### config.mk
export PLATFORM = sky130hd
export DESIGN_NAME = lcdpd_top
export DESIGN_NICKNAME = d
export VERILOG_FILES = /design/src/lcdpd_pkg.sv /design/src/lcdpd_top.sv /design/src/lcdpd_tick.sv /design/src/lcdpd_mem.sv
export VERILOG_INCLUDE_DIRS = /design/src
export SDC_FILE = /design/constraint.sdc
export NUM_CORES = 1
export LEC_CHECK = 0
export BUFFER_PORTS_ARGS = -buffer_cell sky130_fd_sc_hd__clkbuf_2
export CORE_MARGIN = 5
export CORE_UTILIZATION = 61
export DETAILED_ROUTE_END_ITERATION = 16
export PLACE_DENSITY = 0.79
export SYNTH_ARGS = -nofsm -noshare
export SYNTH_HDL_FRONTEND = slang
export SYNTH_SLANG_ARGS = --single-unit
export TNS_END_PERCENT = 20
### constraint.sdc
create_clock -name aclk -period 2.6 [get_ports aclk]
set_clock_uncertainty 0.15 [all_clocks]
set_input_delay 0.26 -clock aclk [delete_from_list [all_inputs] [get_ports aclk]]
set_output_delay 0.26 -clock aclk [all_outputs]
set_load 0.02 [all_outputs]
### src/lcdpd_cfg.svh
`ifndef LCDPD_CFG_SVH
`define LCDPD_CFG_SVH
// How it works
// - quarter duty 160 dots, eighth duty 320
// - forty segments from display memory, eight commons from the scan phase
// - reset leaves display memory contents untouched
// - select codes 0-3 divide fast oscillator
// - select top bit uses crystal over 512
// - drive level: heavy, enhanced, three drive bits
// - control bit 7 set powers panel off
// - bit 6 blanks segments, commons keep scanning
// - eighth duty reuse frees commons 7 to 4
// - one byte per segment, bit k common k
// - display memory readable and writable while scanned
`define LCDPD_OFS_FRAME 12'h020
`define LCDPD_OFS_OSC 12'h023
`define LCDPD_OFS_STRONG 12'h038
`define LCDPD_OFS_PANEL 12'h03A
`define LCDPD_OFS_SCAN 12'h00F
`define LCDPD_OFS_GPO 12'h010
`define LCDPD_OFS_MEM 12'h200
`define LCDPD_MEM_WORDS 40
`define LCDPD_RST_FRAME 8'h04
`define LCDPD_RST_OSC 8'h00
`define LCDPD_RST_STRONG 8'h00
`define LCDPD_RST_PANEL 8'h00
`define LCDPD_FRAME_MASK 8'h3F
`define LCDPD_OSC_MASK 8'hE0
`define LCDPD_STRONG_MASK 8'h02
`define LCDPD_SEL_TOP 2
`define LCDPD_DRV_LO 3
`define LCDPD_HEAVY_BIT 1
`define LCDPD_SUB_EN_BIT 6
`define LCDPD_PWR_BIT 7
`define LCDPD_BLANK_BIT 6
`define LCDPD_COMMON_PIN_REUSE_BIT 5
`define LCDPD_ENHANCED_LOAD_DRIVE_BIT 4
`define LCDPD_SEGMENT_PIN_REUSE_BIT 3
`define LCDPD_CTR_LO 1
`define LCDPD_DUTY_BIT 0
`define LCDPD_DIV_FAST_LOG2 14
`define LCDPD_DIV_SUB_LOG2 9
`endif

### src/lcdpd_pkg.sv
package lcdpd_pkg;
	typedef struct packed {
		logic [11:0] addr;
		logic [31:0] data;
		logic [3:0] strb;
	} lcdpd_wr_t;
	typedef struct packed {
		logic [39:0] seg;
		logic [7:0] com;
	} lcdpd_pins_t;
	typedef struct packed {
		logic [4:0] level;
		logic [2:0] contrast;
		logic eighth_duty;
	} lcdpd_analog_t;
endpackage

### src/lcdpd_top.sv
`include "lcdpd_cfg.svh"
module lcdpd_top (
	input wire logic aclk,
	input wire logic aresetn,
	input wire logic [11:0] s_axi_awaddr,
	input wire logic s_axi_awvalid,
	output logic s_axi_awready,
	input wire logic [31:0] s_axi_wdata,
	input wire logic [3:0] s_axi_wstrb,
	input wire logic s_axi_wvalid,
	output logic s_axi_wready,
	output logic [1:0] s_axi_bresp,
	output logic s_axi_bvalid,
	input wire logic s_axi_bready,
	input wire logic [11:0] s_axi_araddr,
	input wire logic s_axi_arvalid,
	output logic s_axi_arready,
	output logic [31:0] s_axi_rdata,
	output logic [1:0] s_axi_rresp,
	output logic s_axi_rvalid,
	input wire logic s_axi_rready,
	input wire logic fast_osc_ck,
	input wire logic sub_osc_ck,
	output lcdpd_pkg::lcdpd_pins_t panel,
	output lcdpd_pkg::lcdpd_analog_t analog,
	output logic panel_power_on,
	output logic sub_osc_enable
);
	import lcdpd_pkg::*;
	typedef enum logic [1:0] {
		LCDPD_W_IDLE = 2'b01,
		LCDPD_W_RESP = 2'b10
	} lcdpd_wst_t;
	typedef struct packed {
		lcdpd_wst_t wst;
		logic aw_got;
		logic w_got;
		lcdpd_wr_t wr;
		logic bvalid;
		logic [1:0] bresp;
		logic rpend;
		logic [11:0] raddr;
		logic rvalid;
		logic [31:0] rdata;
		logic [1:0] rresp;
		logic [7:0] frame_cfg;
		logic [7:0] osc_cfg;
		logic [7:0] strong_cfg;
		logic [7:0] panel_cfg;
		logic [7:0] scan_out;
		logic [3:0] gpo;
		logic [2:0] phase;
		logic mwen;
		logic [5:0] mwaddr;
		logic [7:0] mwdata;
		lcdpd_pins_t pins;
		lcdpd_analog_t ana;
		logic pwr_on;
		logic awrdy;
		logic wrdy;
		logic arrdy;
	} lcdpd_st_t;
	lcdpd_st_t st_ff, nxt_st;
	logic tick;
	logic [7:0] mem_rd;
	logic [319:0] flat;
	logic [39:0] seg_v;
	logic [7:0] com_v;
	logic in_mem;
	logic [11:0] mofs;
	logic [11:0] widx;
	logic [11:0] ridx;
	logic eighth;
	logic [2:0] last_phase;
	lcdpd_tick u_tick (
		.aclk(aclk),
		.aresetn(aresetn),
		.fast_osc_ck(fast_osc_ck),
		.sub_osc_ck(sub_osc_ck),
		.sub_enable(st_ff.osc_cfg[`LCDPD_SUB_EN_BIT]),
		.sel(st_ff.frame_cfg[`LCDPD_SEL_TOP:0]),
		.tick(tick)
	);
	lcdpd_mem u_mem (
		.aclk(aclk),
		.wen(st_ff.mwen),
		.waddr(st_ff.mwaddr),
		.wdata(st_ff.mwdata),
		.raddr(mofs[5:0]),
		.rdata(mem_rd),
		.flat(flat)
	);
	// byte address to register index, one word per register
	assign widx = {2'b00, st_ff.wr.addr[11:2]};
	assign ridx = {2'b00, st_ff.raddr[11:2]};
	assign mofs = ridx - `LCDPD_OFS_MEM;
	assign s_axi_awready = st_ff.awrdy;
	assign s_axi_wready = st_ff.wrdy;
	assign s_axi_bvalid = st_ff.bvalid;
	assign s_axi_bresp = st_ff.bresp;
	assign s_axi_arready = st_ff.arrdy;
	assign s_axi_rvalid = st_ff.rvalid;
	assign s_axi_rdata = st_ff.rdata;
	assign s_axi_rresp = st_ff.rresp;
	assign panel = st_ff.pins;
	assign analog = st_ff.ana;
	assign panel_power_on = st_ff.pwr_on;
	assign sub_osc_enable = st_ff.osc_cfg[`LCDPD_SUB_EN_BIT];
	assign eighth = st_ff.panel_cfg[`LCDPD_DUTY_BIT];
	assign last_phase = eighth ? 3'h7 : 3'h3;
	genvar g;
	generate
		for (g = 0; g < 40; g++) begin : g_seg
			assign seg_v[g] = flat[g*8 + 32'(st_ff.phase)];
		end
		for (g = 0; g < 8; g++) begin : g_com
			assign com_v[g] = (st_ff.phase == 3'(g));
		end
	endgenerate
	always_comb begin
		nxt_st = st_ff;
		nxt_st.mwen = 1'b0;
		in_mem = 1'b0;
		if (s_axi_awvalid && s_axi_awready) begin
			nxt_st.aw_got = 1'b1;
			nxt_st.wr.addr = s_axi_awaddr;
		end
		if (s_axi_wvalid && s_axi_wready) begin
			nxt_st.w_got = 1'b1;
			nxt_st.wr.data = s_axi_wdata;
			nxt_st.wr.strb = s_axi_wstrb;
		end
		case (st_ff.wst)
			LCDPD_W_IDLE: begin
				if (st_ff.aw_got && st_ff.w_got) begin
					nxt_st.wst = LCDPD_W_RESP;
					nxt_st.bvalid = 1'b1;
					nxt_st.bresp = 2'b00;
					if (st_ff.wr.strb[0]) begin
						case (widx)
							`LCDPD_OFS_FRAME:
								nxt_st.frame_cfg = st_ff.wr.data[7:0] & `LCDPD_FRAME_MASK;
							`LCDPD_OFS_OSC:
								nxt_st.osc_cfg = st_ff.wr.data[7:0] & `LCDPD_OSC_MASK;
							`LCDPD_OFS_STRONG:
								nxt_st.strong_cfg = st_ff.wr.data[7:0] & `LCDPD_STRONG_MASK;
							`LCDPD_OFS_PANEL:
								nxt_st.panel_cfg = st_ff.wr.data[7:0];
							`LCDPD_OFS_SCAN:
								nxt_st.scan_out = st_ff.wr.data[7:0];
							`LCDPD_OFS_GPO:
								nxt_st.gpo = st_ff.wr.data[3:0];
							default: begin
								in_mem = (widx >= `LCDPD_OFS_MEM) &&
									(widx < `LCDPD_OFS_MEM + 12'(`LCDPD_MEM_WORDS));
								if (in_mem) begin
									nxt_st.mwen = 1'b1;
									nxt_st.mwaddr = 6'(widx - `LCDPD_OFS_MEM);
									nxt_st.mwdata = st_ff.wr.data[7:0];
								end else begin
									nxt_st.bresp = 2'b10;
								end
							end
						endcase
					end
				end
			end
			LCDPD_W_RESP: begin
				if (s_axi_bready) begin
					nxt_st.bvalid = 1'b0;
					nxt_st.aw_got = 1'b0;
					nxt_st.w_got = 1'b0;
					nxt_st.wst = LCDPD_W_IDLE;
				end
			end
			default: nxt_st.wst = LCDPD_W_IDLE;
		endcase
		if (s_axi_arvalid && s_axi_arready) begin
			nxt_st.rpend = 1'b1;
			nxt_st.raddr = s_axi_araddr;
		end
		if (st_ff.rpend) begin
			nxt_st.rpend = 1'b0;
			nxt_st.rvalid = 1'b1;
			nxt_st.rresp = 2'b00;
			nxt_st.rdata = '0;
			case (ridx)
				`LCDPD_OFS_FRAME: nxt_st.rdata[7:0] = st_ff.frame_cfg;
				`LCDPD_OFS_OSC: nxt_st.rdata[7:0] = st_ff.osc_cfg;
				`LCDPD_OFS_STRONG: nxt_st.rdata[7:0] = st_ff.strong_cfg;
				`LCDPD_OFS_PANEL: nxt_st.rdata = '0; // write only
				`LCDPD_OFS_SCAN: nxt_st.rdata[7:0] = st_ff.scan_out;
				`LCDPD_OFS_GPO: nxt_st.rdata[3:0] = st_ff.gpo;
				default: begin
					if (ridx >= `LCDPD_OFS_MEM &&
						ridx < `LCDPD_OFS_MEM + 12'(`LCDPD_MEM_WORDS))
						nxt_st.rdata[7:0] = mem_rd;
					else
						nxt_st.rresp = 2'b10;
				end
			endcase
		end
		if (st_ff.rvalid && s_axi_rready)
			nxt_st.rvalid = 1'b0;
		// commons keep scanning even when blanked
		if (tick) begin
			nxt_st.phase = (st_ff.phase >= last_phase) ? 3'h0 : st_ff.phase + 3'h1;
		end
		nxt_st.pwr_on = !st_ff.panel_cfg[`LCDPD_PWR_BIT];
		nxt_st.pins.com = com_v & (eighth ? 8'hFF : 8'h0F);
		nxt_st.pins.seg = st_ff.panel_cfg[`LCDPD_BLANK_BIT] ? 40'h0 : seg_v;
		if (eighth && st_ff.panel_cfg[`LCDPD_COMMON_PIN_REUSE_BIT])
			nxt_st.pins.com[7:4] = st_ff.scan_out[7:4];
		if (st_ff.panel_cfg[`LCDPD_SEGMENT_PIN_REUSE_BIT])
			nxt_st.pins.seg[3:0] = st_ff.gpo;
		if (st_ff.panel_cfg[`LCDPD_PWR_BIT]) begin
			nxt_st.pins.seg[39:4] = '0;
			nxt_st.pins.com = '0;
			if (!st_ff.panel_cfg[`LCDPD_SEGMENT_PIN_REUSE_BIT])
				nxt_st.pins.seg[3:0] = '0;
		end
		nxt_st.ana.level = {st_ff.strong_cfg[`LCDPD_HEAVY_BIT],
			st_ff.panel_cfg[`LCDPD_ENHANCED_LOAD_DRIVE_BIT], st_ff.frame_cfg[`LCDPD_DRV_LO +: 3]};
		nxt_st.ana.contrast = 3'h4 - {1'b0, st_ff.panel_cfg[`LCDPD_CTR_LO +: 2]};
		nxt_st.ana.eighth_duty = eighth;
		nxt_st.awrdy = (nxt_st.wst == LCDPD_W_IDLE) && !nxt_st.aw_got;
		nxt_st.wrdy = (nxt_st.wst == LCDPD_W_IDLE) && !nxt_st.w_got;
		nxt_st.arrdy = !nxt_st.rpend && !nxt_st.rvalid;
	end
	always_ff @(posedge aclk) begin
		if (!aresetn) begin
			st_ff <= '0;
			st_ff.wst <= LCDPD_W_IDLE;
			st_ff.frame_cfg <= `LCDPD_RST_FRAME;
			st_ff.osc_cfg <= `LCDPD_RST_OSC;
			st_ff.strong_cfg <= `LCDPD_RST_STRONG;
			st_ff.panel_cfg <= `LCDPD_RST_PANEL;
			st_ff.ana.contrast <= 3'h4;
			st_ff.awrdy <= 1'b1;
			st_ff.wrdy <= 1'b1;
			st_ff.arrdy <= 1'b1;
		end else begin
			st_ff <= nxt_st;
		end
	end
	property p_phase_wrap;
		@(posedge aclk) disable iff (!aresetn)
		(tick && st_ff.phase >= last_phase) |=> st_ff.phase == 3'h0;
	endproperty
	a_phase_wrap: assert property (p_phase_wrap) else $error("scan phase did not wrap");
	property p_quarter_com;
		@(posedge aclk) disable iff (!aresetn)
		(!eighth && $stable(st_ff.panel_cfg)) |=> panel.com[7:4] == 4'h0;
	endproperty
	a_quarter_com: assert property (p_quarter_com) else $error("upper commons in quarter duty");
	property p_one_com;
		@(posedge aclk) disable iff (!aresetn)
		(!st_ff.panel_cfg[`LCDPD_COMMON_PIN_REUSE_BIT] && $stable(st_ff.panel_cfg)) |=> $onehot0(panel.com);
	endproperty
	a_one_com: assert property (p_one_com) else $error("more than one common active");
	property p_blank;
		@(posedge aclk) disable iff (!aresetn)
		(st_ff.panel_cfg[`LCDPD_BLANK_BIT] && !st_ff.panel_cfg[`LCDPD_SEGMENT_PIN_REUSE_BIT]) |=> panel.seg == 40'h0;
	endproperty
	a_blank: assert property (p_blank) else $error("segments driven while blanked");
	property p_power;
		@(posedge aclk) disable iff (!aresetn)
		st_ff.panel_cfg[`LCDPD_PWR_BIT] |=> !panel_power_on && panel.com == 8'h00;
	endproperty
	a_power: assert property (p_power) else $error("panel powered while off requested");
	property p_level;
		@(posedge aclk) disable iff (!aresetn)
		$stable(st_ff.strong_cfg) && $stable(st_ff.frame_cfg) |=>
			analog.level[2:0] == $past(st_ff.frame_cfg[5:3]) && analog.level[4] == $past(st_ff.strong_cfg[1]);
	endproperty
	a_level: assert property (p_level) else $error("drive level mismatch");
	property p_contrast;
		@(posedge aclk) disable iff (!aresetn)
		st_ff.panel_cfg[2:1] == 2'b11 |=> analog.contrast == 3'h1;
	endproperty
	a_contrast: assert property (p_contrast) else $error("contrast minimum wrong");
	property p_seg_reuse;
		@(posedge aclk) disable iff (!aresetn)
		st_ff.panel_cfg[`LCDPD_SEGMENT_PIN_REUSE_BIT] |=> panel.seg[3:0] == $past(st_ff.gpo);
	endproperty
	a_seg_reuse: assert property (p_seg_reuse) else $error("segment reuse pins wrong");
	property p_com_reuse;
		@(posedge aclk) disable iff (!aresetn)
		(eighth && st_ff.panel_cfg[`LCDPD_COMMON_PIN_REUSE_BIT] && !st_ff.panel_cfg[7]) |=>
			panel.com[7:4] == $past(st_ff.scan_out[7:4]);
	endproperty
	a_com_reuse: assert property (p_com_reuse) else $error("common reuse pins wrong");
	property p_rd_answer;
		@(posedge aclk) disable iff (!aresetn)
		(s_axi_arvalid && s_axi_arready) |-> ##2 s_axi_rvalid;
	endproperty
	a_rd_answer: assert property (p_rd_answer) else $error("read answer late");
	property p_mem_write;
		@(posedge aclk) disable iff (!aresetn)
		st_ff.mwen |=> flat[32'($past(st_ff.mwaddr)) * 8 +: 8] == $past(st_ff.mwdata);
	endproperty
	a_mem_write: assert property (p_mem_write) else $error("display memory write lost");
	c_mem_write: cover property (@(posedge aclk) disable iff (!aresetn) st_ff.mwen);
	c_wrap8: cover property (@(posedge aclk) disable iff (!aresetn) eighth && tick && st_ff.phase == 3'h7);
	c_blank: cover property (@(posedge aclk) disable iff (!aresetn) st_ff.panel_cfg[6] && tick);
endmodule // lcdpd_top

### src/lcdpd_tick.sv
`include "lcdpd_cfg.svh"
module lcdpd_tick (
	input wire logic aclk,
	input wire logic aresetn,
	input wire logic fast_osc_ck,
	input wire logic sub_osc_ck,
	input wire logic sub_enable,
	input wire logic [2:0] sel,
	output logic tick
);
	import lcdpd_pkg::*;
	typedef struct packed {
		logic [2:0] fs;
		logic [2:0] ss;
		logic [16:0] fcnt;
		logic [8:0] scnt;
		logic tick;
	} lcdpd_tick_st_t;
	lcdpd_tick_st_t st_ff, nxt_st;
	logic frise, srise;
	logic [16:0] flim;
	assign tick = st_ff.tick;
	always_comb begin
		nxt_st = st_ff;
		nxt_st.fs = {st_ff.fs[1:0], fast_osc_ck};
		nxt_st.ss = {st_ff.ss[1:0], sub_osc_ck};
		frise = st_ff.fs[1] & ~st_ff.fs[2];
		srise = st_ff.ss[1] & ~st_ff.ss[2];
		flim = 17'((32'h1 << (`LCDPD_DIV_FAST_LOG2 + 3 - 32'(sel[1:0]))) - 32'h1);
		nxt_st.tick = 1'b0;
		if (frise) begin
			if (st_ff.fcnt >= flim) begin
				nxt_st.fcnt = '0;
				if (!sel[`LCDPD_SEL_TOP])
					nxt_st.tick = 1'b1;
			end else begin
				nxt_st.fcnt = st_ff.fcnt + 17'h00001;
			end
		end
		if (srise && sub_enable) begin
			nxt_st.scnt = st_ff.scnt + 9'h001;
			if (st_ff.scnt == 9'h1FF && sel[`LCDPD_SEL_TOP])
				nxt_st.tick = 1'b1;
		end
	end
	always_ff @(posedge aclk) begin
		if (!aresetn)
			st_ff <= '0;
		else
			st_ff <= nxt_st;
	end
	property p_tick_pulse;
		@(posedge aclk) disable iff (!aresetn)
		tick |=> !tick;
	endproperty
	a_tick_pulse: assert property (p_tick_pulse) else $error("frame tick longer than one cycle");
	property p_sub_wrap;
		@(posedge aclk) disable iff (!aresetn)
		(tick && $past(sel[`LCDPD_SEL_TOP])) |-> st_ff.scnt == 9'h000;
	endproperty
	a_sub_wrap: assert property (p_sub_wrap) else $error("crystal tick off its count");
endmodule // lcdpd_tick

### src/lcdpd_mem.sv
`include "lcdpd_cfg.svh"
module lcdpd_mem (
	input wire logic aclk,
	input wire logic wen,
	input wire logic [5:0] waddr,
	input wire logic [7:0] wdata,
	input wire logic [5:0] raddr,
	output logic [7:0] rdata,
	output logic [319:0] flat
);
	import lcdpd_pkg::*;
	logic [7:0] mem [0:`LCDPD_MEM_WORDS-1];
	// no reset: contents random after power on
	always_ff @(posedge aclk) begin
		if (wen)
			mem[waddr] <= wdata;
	end
	assign rdata = mem[raddr];
	genvar g;
	generate
		for (g = 0; g < `LCDPD_MEM_WORDS; g++) begin : g_flat
			assign flat[g*8 +: 8] = mem[g];
		end
	endgenerate
endmodule // lcdpd_mem

[Yosys cells after proc, flatten, opt, wreduce, memory -nomap -nowiden]
Memory sizes are Yosys's and may differ from the RTL's.
Cells that the tools add are included.
Word-level totals
  flip-flop bits (word level): 194
  memory bits (writable): 320
  output and inout bits: 100
  word-level logic and storage cells: 322
  memories kept: 1
Operators by class
  $add $sub $neg: 47
  order comparisons: 46
  equal/unequal tests: 25
  shift operators: 1
  mux-type cells: 118
  bitwise operators: 10
  reductions and logical operators: 36
Memory list
  u_mem.mem: depth 40, width 8, read ports 41, clocked after memory_dff 0, write ports 1, RTL line lcdpd_mem.sv:12  | logic [7:0] mem [0:`LCDPD_MEM_WORDS-1];
Operators by type and width (number)
  1-bit binary-select mux with 9-bit select: 39
  9-bit by 10-bit < comparator with 1-bit output (second input constant): 16
  8-bit by 3-bit adder with 9-bit output (first input constant): 16
  10-bit < comparator (second input constant): 10
  9-bit by 3-bit adder with 10-bit output (first input constant): 8
  10-bit by 6-bit equality test with 1-bit output (second input constant): 8
  8-bit by 10-bit < comparator with 1-bit output (second input constant): 8
  7-bit by 3-bit adder with 8-bit output (first input constant): 8
  1-bit two-way mux: 52
  7-bit by 10-bit < comparator with 1-bit output (second input constant): 4
  35-bit two-way mux: 1
  1-bit by 32-bit left shift with 17-bit output (first input constant): 1
  6-bit by 3-bit adder with 7-bit output (first input constant): 4
  4-bit AND reduction: 6
  10-bit by 4-bit equality test with 1-bit output (second input constant): 2
  10-bit by 5-bit equality test with 1-bit output (second input constant): 2
  10-bit >= comparator (second input constant): 2
  6-bit by 10-bit < comparator with 1-bit output (second input constant): 2
  4-bit two-way mux: 5
  4-bit case mux with 5 select lines: 1
  17-bit by 1-bit adder with 17-bit output (second input constant): 1
  17-bit >= comparator: 1
  17-bit two-way mux: 1
  17-bit by 1-bit subtractor with 17-bit output (second input constant): 1
  41 further kinds: 84

[Longest topological paths before layout]
  depth after elaboration: 8
  gate-level depth with buffers: 11
  gate-level depth less buffers: 7

[By module]
From an unflattened synthesis, not the netlist that was laid out.
Second synthesis, totals
  cells, all modules: 2053
  area, all modules: 30440.4 µm²
Modules (own cells, without submodules)
  lcdpd_mem: times used 1, cells an instance 946, area each 19925.4 µm², seq. area each 15374.7 µm²
  lcdpd_top: times used 1, cells an instance 919, area each 8816.0 µm², seq. area each 3103.0 µm²
  lcdpd_tick: times used 1, cells an instance 188, area each 1699.1 µm², seq. area each 660.6 µm²

[Worst setup path before layout]
OpenSTA, ideal clock, no wires.
  path kind: reg-to-reg
  start point: reg (tool-made name)
  end point: reg st_ff, in the netlist s_axi_rdata[0]
  arrival time: 2012 ps
  required time: 2328 ps
  setup slack: 316 ps
  stages on the path, launching flop included: 8
  path through: dfxtp_1 -> buf_6 -> buf_4 -> buf_2 -> mux4_2 -> mux2i_1 -> a22oi_1 -> a311o_1
RTL lines
  end signal, assigned: RTL line lcdpd_top.sv:243  | st_ff <= nxt_st;
  end, declared: RTL line lcdpd_top.sv:63  | lcdpd_st_t st_ff, nxt_st;

==> flow_summary.toml <==
[status]
status = "finished, final reports clean"

[yosys]
synth_top_area_share = 0.5042
ys_top_cells_by_count = "edfxtp_1, dfxtp_1, nand2_1, mux4_2, nor2_1"
yosys.area_share.adder = 0.01026
synth-seq-cells = 706
synth_xor_area_frac = 0.005457
synth_mux_area_frac = 0.1800
synth-simple-area-share = 0.07492
synth_ff_type = "edfxtp_1"
synth_cell_types = 69
synth_cells = 2050
yosysTopAreaCell = "edfxtp_1"
syn-cell-area_um2 = 30490
synth_compound_area_frac = 0.05355
yosysMostFrequentCell = "edfxtp_1"
syn_avg_cell_area_um2 = 14.88
synth_area_leaders = "edfxtp_1, mux4_2, dfxtp_1"
synth_edf_count = 512
synth.yosys.seq_area_share = 0.6315
synth_top_family_by_area = "multiplexers"
ys_warn_count = 0
synthArstFlopShare = 0

[grt]
grt_pass1_wl_um = 118000
antenna_found_initial = 3
grt_pass1_vias = 19590
grt_max_degree = 117
grtUsageTotal = 0.2875
grt-ovfl-total = 0

[clock_network]
clockBufferDepth = 3
cts_tree = "built"
cts-buffers-inserted = 71
root_buffer = "clkbuf_16"
insertion_delay_ns = 0.60
path_clk_slew_ns = 0.06
cts.sinks = 706
htree_num_levels = 3

[floorplanning]
die_x_um = 233.6
rows = 82
core-area_um2 = 49760
io_pins = 169
dieArea_um2 = 54560
fp.dieH_um = 233.6
initial_core_util = 0.6128

[place]
hpwl_um = 52270
dpl.cell_count = 2818
place_ws_ns = -0.08995
gp_congestion = 0.9522
io_buffers = 111
placed_cell_area_um2 = 32240

[sta]
worst_pin_slew_ns = 0.8769
max_slew_margin = 0.4092
hold_viol_final = 0
finalSetupViolations = 0
min_period_ns = 2.532
slew_violations = 0
hold_ws_ns = 0.04238
fin_crit_sh = 0.9739
setup_slack_ns = 0.06777
setup_tns_ns = 0
rsz0062_at_grt = "false"
fmax_mhz = 394.9

[power]
powerDensity_nw_per_um2 = 679.3
ir_worst_vdd_mv = 0.4652
leakagePower_nw = 12.17
p_total_mw = 23.73

[detailed_routing]
wl_per_cell_um = 26.20
ant_nets = 0
drc_errors = 0
routed_via_density = 6.454
first_iter_violations = 2489
first_pass_iters = 6
drt-total-wl_um = 78180
vias = 19260

[worst_setup_path]
worst_ep_arrival_time_ns = 2.88
cp_max_fo = 9
cp.required_ns = 2.95
critPathLaunchType = "register"
crit_path_end_kind = "register"
critPathKind = "register to register"
r2r_cells = 6

[layout]
nets = 2350
layout-drive-gt1-share = 0.2583
instances_no_fill = 2984
final_util = 0.7020
fin_area_um2 = 34930
syn2layout_area_growth_pct = 14.55

[hold_path]
hold_class = "input port to register"
hold-path-cell-count = 3

[job]
maxCapViolations = 0
==> path summary, 6_finish.rpt <==
kind	startpoint	endpoint	slack, ns
setup / recovery	register	s_axi_rdata[0]	0.07
hold / removal	aresetn	st_ff[117]	0.04
setup reg to reg	register	s_axi_rdata[0]	0.07
hold reg to reg	u_tick.nxt_st[28]	u_tick.nxt_st[29]	0.30
==> cell families after synthesis <==
family	Yosys count
DFF	706
and+or+nand+nor	496
muxes	322
AOI/OAI and AO/OA	255
buffers and inverters	226
adders and majority gates	25
xor gates and xnor gates	19
other	1
==> sequential cells by signal (all words and copies together), names as in the netlist, named ones only <==
| signal | flops |
|---|---|
| u_mem.mem | 512 |
| st_ff | 65 |
| panel | 48 |
| u_tick.st_ff | 28 |
| ridx | 10 |
| analog | 9 |
| s_axi_rdata | 8 |
| nxt_st | 5 |
| u_tick.nxt_st | 4 |
| eighth | 1 |
| panel_power_on | 1 |
| s_axi_arready | 1 |
| s_axi_awready | 1 |
| s_axi_bresp | 1 |
| s_axi_bvalid | 1 |
| s_axi_rresp | 1 |
| s_axi_rvalid | 1 |
| s_axi_wready | 1 |
| sub_osc_enable | 1 |
| u_tick.tick | 1 |
==> layout make-up <==
cell class / count / area [um2]
Clock buffer: 96 / 2046
Clock inverter: 32 / 234.0
Fill cell: 2991 / 14830
Sequential cell: 706 / 19290
Antenna cell: 1 / 2.502
Tap cell: 672 / 840.8
Timing Repair Buffer: 314 / 2435
Inverter: 12 / 46.29
Multi-Input combinational cell: 1151 / 10040
==> layout by cell type (no fill, tap or decap), types with 10 or more instances in the layout <==
cell type	instances
clkbuf_1	10
and2_1	25
o21ai_0	20
inv_1	10
clkinv_2	13
ha_1	25
clkbuf_2	112
nor3_1	13
nor2b_1	11
edfxtp_1	512
conb_1	34
nor2_1	146
a21oi_1	110
dlygate4sd3_1	34
nand3_1	22
clkbuf_8	11
or3_1	11
o31ai_1	16
nand4_1	28
buf_12	21
nand2_1	194
mux4_2	174
buf_4	147
a22oi_1	37
dfxtp_1	180
a211oi_1	22
a22o_1	11
xor2_1	12
clkbuf_16	74
mux2i_1	137
==> timing repair <==
action | CTS | global route
gates resized for setup | 3 | 2
cloned | 0 | 0
hold endpoints to repair | 46 | 0
hold buffers | 34 | 0
endpoints found under the setup margin | 7 | 6
buffers inserted | 2 | 1
==> worst max-delay path: stages, from the launching register on <==
cell and delay (ns):
dfxtp_4 0.39, buf_12 0.15, mux4_1 0.54, mux4_2 0.52
nor2_1 0.21, nor4_1 0.12, a311o_1 0.35
==> layer usage <==
layer / wire length, um / global-route usage / up-vias
li1: - / - / 8207
met1: 28530 / 0.3827 / 9600
met2: 37960 / 0.4650 / 1226
met3: 8370 / 0.06102 / 226
met4: 3329 / 0.1233 / 0
met5: 0 / 0 / -
==> report_power, final <==
group | total [mW] | internal (mW) | leakage (nW) | switching (mW)
logic | 1.56 | 0.648 | 4.71 | 0.913
clock network | 9.96 | 5.74 | 1.13 | 4.22
registers | 12.2 | 12.0 | 6.33 | 0.172
total | 23.7 | 18.4 | 12.2 | 5.30
Note: power is estimated with default switching activity, not from simulation.
